<file path="config.mk">
export PLATFORM = sky130hd
export DESIGN_NAME = ocl_ctrl
export DESIGN_NICKNAME = d
export VERILOG_FILES = /design/src/rtl/ocl_pkg.sv /design/src/rtl/ocl_ctrl.sv
export SDC_FILE = /design/constraint.sdc
export NUM_CORES = 1
export LEC_CHECK = 0
export ABC_AREA = 1
export BUFFER_PORTS_ARGS = -buffer_cell sky130_fd_sc_hd__buf_2
export CORE_MARGIN = 4
export CORE_UTILIZATION = 40
export CTS_CLUSTER_DIAMETER = 30
export DETAILED_ROUTE_END_ITERATION = 10
export GPL_ROUTABILITY_DRIVEN = 0
export PLACE_DENSITY = 0.78
export SETUP_SLACK_MARGIN = 0.15
export SLEW_MARGIN = 20
export SYNTH_ARGS = -nofsm -noshare
export SYNTH_HDL_FRONTEND = slang
export SYNTH_SLANG_ARGS = --single-unit
</file>
<file path="constraint.sdc">
create_clock -name clk_sys -period 2.3 [get_ports clk_sys]
set_clock_uncertainty 0.15 [all_clocks]
set_input_delay 0.115 -clock clk_sys [delete_from_list [all_inputs] [get_ports clk_sys]]
set_output_delay 0.115 -clock clk_sys [all_outputs]
set_load 0.05 [all_outputs]
</file>
<file path="src/rtl/ocl_pkg.sv">
// Package for the stored-configuration lock and discharge controller.
package ocl_pkg;
    // ----------------------------------------------------------------
    // Register map (byte addresses on the Avalon-MM slave)
    // ----------------------------------------------------------------
    localparam logic [3:0] OFS_CFG0 = 4'h0;
    localparam logic [3:0] OFS_CFG1 = 4'h4;
    localparam logic [3:0] OFS_CFG2 = 4'h8;
    localparam logic [3:0] OFS_CMD = 4'hc;
    localparam int ADDR_W = 4;
    // ----------------------------------------------------------------
    // Command and configuration register fields
    // ----------------------------------------------------------------
    localparam int CMD_WSM = 7;
    localparam int CMD_CF = 6;
    localparam int CMD_RST = 5;
    localparam int CMD_POWER_SWITCHES_OFF = 4;
    localparam int CFG2_LOCK = 6;
    localparam int CFG2_DIS = 2;
    localparam logic [1:0] SEQ_TOGETHER = 2'b11;
    localparam logic [7:0] CMD_RESET_VAL = 8'h00;
    localparam logic [7:0] CFG_RESET_VAL = 8'h00;
    localparam logic [7:0] CMD_WMASK = 8'hf7;
    // Stored-byte width mask: 23 programmable bits, bit 7 of byte 2 unused.
    localparam logic [7:0] CFG2_MASK = 8'h7f;
    // ----------------------------------------------------------------
    // Power-down sequencer states
    // ----------------------------------------------------------------
    typedef enum logic [1:0] {
        PD_RUN,
        PD_OFF,
        PD_DISCHARGE,
        PD_DOWN
    } ocl_pd_e;
endpackage : ocl_pkg

</file>
<file path="src/rtl/ocl_ctrl.sv">
// Stored-configuration select, program, lock and power-down discharge control.
//
// Chosen here: the register addresses and the Avalon-MM slave port.
`timescale 1ns/1ps
module ocl_ctrl (
    input wire logic clk_sys,
    input wire logic rst_b,
    input wire logic [ocl_pkg::ADDR_W-1:0] avs_address,
    input wire logic avs_read,
    input wire logic avs_write,
    input wire logic [31:0] avs_writedata,
    input wire logic [3:0] avs_byteenable,
    output logic [31:0] avs_readdata,
    output logic avs_waitrequest,
    input wire logic enable_input_n,
    input wire logic pos_discharged,
    input wire logic neg_discharged,
    output logic converters_on,
    output logic power_switches_off,
    output logic sink_positive_output,
    output logic sink_boost_intermediate_node,
    output logic sink_negative_output,
    output logic powered_down,
    output logic programming_active,
    output logic [7:0] active_config_byte0,
    output logic [7:0] active_config_byte1,
    output logic [7:0] active_config_byte2
);
    import ocl_pkg::*;

    // ----------------------------------------------------------------
    // Reset release and input synchronisers
    // ----------------------------------------------------------------
    logic [1:0] rst_sync_q;
    logic rst_n;
    // Reset is asserted at once but released two edges later.
    always_ff @(posedge clk_sys or negedge rst_b) begin
        if (!rst_b) begin
            rst_sync_q <= 2'b00;
        end else begin
            rst_sync_q <= {rst_sync_q[0], 1'b1};
        end
    end
    assign rst_n = rst_sync_q[1];

    logic [2:0] in_meta_q;
    logic [2:0] in_sync_q;
    logic enable_input_n_n_s;
    logic pos_dis_s;
    logic neg_dis_s;
    // Only the second stage is read; the first stage may be metastable.
    always_ff @(posedge clk_sys or negedge rst_n) begin
        if (!rst_n) begin
            in_meta_q <= 3'b000;
            in_sync_q <= 3'b000;
        end else begin
            in_meta_q <= {neg_discharged, pos_discharged, enable_input_n};
            in_sync_q <= in_meta_q;
        end
    end
    assign enable_input_n_n_s = in_sync_q[0];
    assign pos_dis_s = in_sync_q[1];
    assign neg_dis_s = in_sync_q[2];

    // ----------------------------------------------------------------
    // Configuration, stored bytes and command register
    // ----------------------------------------------------------------
    logic [7:0] live_q [3];
    logic [7:0] live_d [3];
    logic [7:0] stored_q [3];
    logic [7:0] stored_d [3];
    logic [7:0] cmd_q;
    logic [7:0] cmd_d;
    logic locked;
    logic wr_en;
    logic rd_en;
    logic ack_q;
    logic [7:0] wbyte;
    logic [7:0] new_cmd;

    // Picks the active byte for one index from select bit and lock.
    function automatic logic [7:0] pick_byte(input logic sel, input logic lock,
                                             input logic [7:0] live, input logic [7:0] stored);
        pick_byte = (sel && !lock) ? live : stored;
    endfunction : pick_byte

    assign locked = stored_q[2][CFG2_LOCK];
    // A write lands only at the edge that accepts it, never in the wait cycle.
    // This keeps a held request from committing twice.
    assign wr_en = avs_write && avs_byteenable[0] && ack_q;
    assign rd_en = avs_read;
    assign wbyte = avs_writedata[7:0];
    assign new_cmd = wbyte & CMD_WMASK;

    // Command decode, fault handling and one-time programming.
    always_comb begin
        live_d = live_q;
        stored_d = stored_q;
        cmd_d = cmd_q;
        if (wr_en) begin
            unique case (avs_address)
                OFS_CFG0: live_d[0] = wbyte;
                OFS_CFG1: live_d[1] = wbyte;
                OFS_CFG2: live_d[2] = wbyte;
                OFS_CMD: begin
                    // Fault bit is kept; writing the clear bit wipes it.
                    cmd_d = {new_cmd[CMD_WSM], cmd_q[CMD_CF] & ~new_cmd[CMD_CF],
                             1'b0, new_cmd[4:0]};
                    // Rising write bit burns the selected live bytes once.
                    if (new_cmd[CMD_WSM] && !cmd_q[CMD_WSM]) begin
                        if (locked) begin
                            cmd_d[CMD_CF] = 1'b1;
                        end else begin
                            for (int i = 0; i < 3; i++) begin
                                // Stored bits only go 0 to 1, as fuses do.
                                if (new_cmd[i]) begin
                                    stored_d[i] = stored_q[i] | live_q[i];
                                end
                            end
                            stored_d[2] = stored_d[2] & CFG2_MASK;
                        end
                    end
                end
                default: ;
            endcase
        end
    end

    // Configuration state registers; stored bytes survive no power cycle here.
    always_ff @(posedge clk_sys or negedge rst_n) begin
        if (!rst_n) begin
            for (int i = 0; i < 3; i++) begin
                live_q[i] <= CFG_RESET_VAL;
                stored_q[i] <= CFG_RESET_VAL;
            end
            cmd_q <= CMD_RESET_VAL;
        end else begin
            live_q <= live_d;
            stored_q <= stored_d;
            cmd_q <= cmd_d;
        end
    end

    logic [7:0] act [3];
    always_comb begin
        for (int i = 0; i < 3; i++) begin
            act[i] = pick_byte(cmd_q[i], locked, live_q[i], stored_q[i]);
        end
    end

    // ----------------------------------------------------------------
    // Avalon-MM slave: one wait cycle on every access
    // ----------------------------------------------------------------
    logic ack_d;
    logic [31:0] rdata_q;
    logic [31:0] rdata_d;
    logic [7:0] rsel_byte;

    // The wait cycle keeps read data from a flop at the accepting edge.
    always_comb begin
        ack_d = (avs_read || avs_write) && !ack_q;
        unique case (avs_address)
            OFS_CFG0: rsel_byte = locked ? stored_q[0] : (cmd_q[0] ? live_q[0] : stored_q[0]);
            OFS_CFG1: rsel_byte = locked ? stored_q[1] : (cmd_q[1] ? live_q[1] : stored_q[1]);
            OFS_CFG2: begin
                rsel_byte = (locked || !cmd_q[2]) ? stored_q[2] : live_q[2];
                rsel_byte[CFG2_LOCK] = locked;
            end
            OFS_CMD: rsel_byte = cmd_q;
            default: rsel_byte = 8'h00;
        endcase
        rdata_d = rd_en ? {24'h00_0000, rsel_byte} : 32'h0000_0000;
    end

    always_ff @(posedge clk_sys or negedge rst_n) begin
        if (!rst_n) begin
            ack_q <= 1'b0;
            rdata_q <= 32'h0000_0000;
        end else begin
            ack_q <= ack_d;
            rdata_q <= rdata_d;
        end
    end
    // Waitrequest is combinational, so the master sees it in the first cycle of a request.
    assign avs_waitrequest = (avs_read || avs_write) && !ack_q;
    assign avs_readdata = rdata_q;

    // ----------------------------------------------------------------
    // Power-down sequencer
    // ----------------------------------------------------------------
    ocl_pd_e pd_q;
    ocl_pd_e pd_d;
    logic dis_en;
    assign dis_en = act[2][CFG2_DIS];

    // Walks off, discharge and down, or straight to down with discharge off; a high shutdown pin restarts it.
    always_comb begin
        pd_d = pd_q;
        unique case (pd_q)
            PD_RUN: if (!enable_input_n_n_s) pd_d = dis_en ? PD_OFF : PD_DOWN;
            PD_OFF: pd_d = PD_DISCHARGE;
            PD_DISCHARGE: if (pos_dis_s && neg_dis_s) pd_d = PD_DOWN;
            PD_DOWN: if (enable_input_n_n_s) pd_d = PD_RUN;
        endcase
    end

    // Reset starts powered down; the pin must be seen high before the converters run.
    always_ff @(posedge clk_sys or negedge rst_n) begin
        if (!rst_n) begin
            pd_q <= PD_DOWN;
        end else begin
            pd_q <= pd_d;
        end
    end

    logic sink_on;
    assign sink_on = (pd_q == PD_DISCHARGE);
    assign converters_on = (pd_q == PD_RUN) && !cmd_q[CMD_POWER_SWITCHES_OFF];
    assign power_switches_off = cmd_q[CMD_POWER_SWITCHES_OFF];
    assign sink_positive_output = sink_on;
    assign sink_boost_intermediate_node = sink_on;
    assign sink_negative_output = sink_on;
    assign powered_down = (pd_q == PD_DOWN);
    assign programming_active = cmd_q[CMD_WSM] && !locked;
    assign active_config_byte0 = act[0];
    assign active_config_byte1 = act[1];
    assign active_config_byte2 = act[2];
endmodule : ocl_ctrl

</file>
==> flow_metrics.env <==
export IMPL_cts_tree="yes"
export IMPL_avgViaCountPerCell=4.71
export IMPL_clk_pin_slew_ns=0.08
export IMPL_grt_max_degree=71
export IMPL_cp_required_ns=2.04
export IMPL_num_vias=2946
export IMPL_switching_share_pct=36.3
export IMPL_drt_first_pass_iters=5
export IMPL_dpl_hpwl_um=6570
export IMPL_crit_fanout=25
export IMPL_drt_iter0_drc=220
export IMPL_grt_overflow=0
export IMPL_post_route_period_util_pct=85.5
export IMPL_power_mw=3.17
export IMPL_p_int_mw=2.02
export IMPL_dieArea_mm2=0.0113
export IMPL_final_common_cell="nand2_1"
export IMPL_fmax_ghz=0.509
export IMPL_die_y_um=106
export IMPL_cts_num_sinks=72
export IMPL_final_hold_violation_count=0
export IMPL_syn_area_mm2=0.00387
export IMPL_wl_um=9010
export IMPL_ys_types=26
export IMPL_grt_pass1_vias=2889
export IMPL_hp_class="input pin to flop"
export IMPL_period_minus_slack_ns=1.97
export IMPL_numCtsBuffers=9
export IMPL_cts_root_buf="clkbuf_8"
export IMPL_power_switching_mw=1.15
export IMPL_placedCellCount=594
export IMPL_grt_first_pass_wirelength_um=14600
export IMPL_core_mm2=0.00933
export IMPL_clk_path_buf_depth=2
export IMPL_rsz0062_at_grt="false"
export IMPL_nets=542
export IMPL_irDropWorstVdd_mv=0.446
export IMPL_syn_avg_cell_area_um2=9.24
export IMPL_clk_latency_ns=0.36
export IMPL_drt_wirelength_per_cell_um=14.4
export IMPL_setup_viol=0
export IMPL_diodes=0
export IMPL_cp_arrival_ns=1.70
export IMPL_start_util_pct=41.5
export IMPL_maxCapViolations=0
export IMPL_syn_inst=419
export IMPL_cp_end_kind="output pin"
export IMPL_htree_levels=3
export IMPL_slew_viol_final=0
export IMPL_final_core_util_pct=47.9
export IMPL_syn_to_final_growth_pct=15.5
export IMPL_die_w_um=106
export IMPL_fin_tns_setup_ns=0
export IMPL_ant_nets=0
export IMPL_synth_seq_cells=72
export IMPL_p_per_area_mw_per_mm2=708
export IMPL_power_frac_seq_pct=46.7
export IMPL_status="finished clean"
export IMPL_antenna_found_initial=0
export IMPL_drive_above_1_share_pct=31.7
export IMPL_ioPinCount=111
export IMPL_whs_ns=0.0161
export IMPL_fin_cells=625
export IMPL_drc=0
export IMPL_grt_usage_pct=16.8
export IMPL_worstSetupPathType="flop to output pin"
export IMPL_placement_io_buffers=59
export IMPL_power_frac_clock_pct=29.6
export IMPL_cp_start_kind="flop"
export IMPL_pwr_share_comb_pct=23.7
export IMPL_layout_common_cells="125 x nand2_1, 68 x dfrtp_1, 59 x buf_2, 38 x inv_1, 25 x conb_1"
export IMPL_p_leak_nw=2.50
export IMPL_ys_warn_count=0
export IMPL_rows=35
export IMPL_cts_setup_buffers=0
export IMPL_yosysSeqAreaShare_pct=46.6
## registers in the layout (all words and copies together) (netlist names)
name and count:
locked 1, in_sync_q 3, avs_readdata 8, in_meta_q 3
live_q 24, cmd_q 6, rst_sync_q 2, ack_q 1
stored_q 22, pd_q 2
## cell type report
| cell class | instances | area, µm² |
|---|---|---|
| clock buffers | 11 | 151 |
| clock inverters | 5 | 31.3 |
| fillers | 883 | 4860 |
| inverters | 47 | 196 |
| multi-input cells | 286 | 1660 |
| flip-flops and latches | 72 | 1810 |
| well taps | 129 | 161 |
| repair buffers | 75 | 465 |
## per-layer routing
layer	vias up	global-route usage, %	share of wire [%]
li1	1409	-	-
met1	1415	22.0	41
met2	106	26.5	48
met3	16	4.07	8.1
met4	0	7.31	2.4
met5	-	0	0
## worst max-delay path, cell delays in order (launching register included)
cell	delay [ns]
dfrtp_2	0.50
inv_6	0.20
nand2_2	0.15
nor2_1	0.19
buf_2	0.30
## repair_timing
| action | CTS | global route |
|---|---|---|
| resized for setup | 0 | 2 |
| hold buffers | 15 | 0 |
| endpoints found under the setup margin | 0 | 4 |
| hold endpoints to repair | 27 | 0 |
## power groups by stage
stage               Clock, mW  Combinational (mW)  Sequential (mW)
floorplan                   0               0.643             1.50
global placement            0               0.708             1.50
detailed placement          0               0.735             1.50
CTS                     0.942               0.757             1.48
global route            0.999               0.819             1.50
finish                  0.937               0.750             1.48
## cells by family (layout without fill, tap and decap cells)
group,count (synthesis),count (layout),synth area share (%)
AND/OR/NAND/NOR,201,201,26.0
buffers and inverters,84,138,12.8
flip-flops,72,72,46.6
AO/OA/AOI/OAI,56,56,13.1
adder cells (fa/ha/maj),4,4,1.29
other,2,25,0.194
## stage by stage
step | area (µm²) | worst slack (ns)
2_1_floorplan | 3960 | 0.443
3_3_place_gp | 4140 | 0.572
3_5_place_dp | 4140 | 0.513
4_1_cts | 4470 | 0.197
5_1_grt | 4470 | 0.231
6_report | 4470 | 0.334
## Yosys cell counts, drive strengths merged
cell | instances | share of area (%)
a21oi | 1 | 0.13
buf | 37 | 7.8
clkinv | 2 | 0.45
conb | 2 | 0.19
dfrtp | 70 | 45
dfstp | 2 | 1.4
ha | 4 | 1.3
inv | 45 | 4.6
nand2 | 136 | 15
nand3 | 28 | 5.2
nand4 | 7 | 1.1
nor2 | 30 | 5.0
o21ai | 33 | 6.6
o21bai | 22 | 6.4
## path summary, 6_finish.rpt
path / from / to / slack (ns) / cells past startpoint
min in group asynchronous: rst_sync_q[1] / live_q[4] / 0.12 / 1
max in group asynchronous: rst_b / rst_sync_q[1] / 1.40 / 3
max reg2reg: ack_q / cmd_q[6] / 0.52 / 6
min reg2reg: rst_sync_q[1] / live_q[4] / 0.12 / 1
max: locked / active_config_byte2[7] / 0.33 / 4
min: avs_writedata[4] / live_q[20] / 0.02 / 3
No activity file was read; power rests on OpenSTA's default activity.
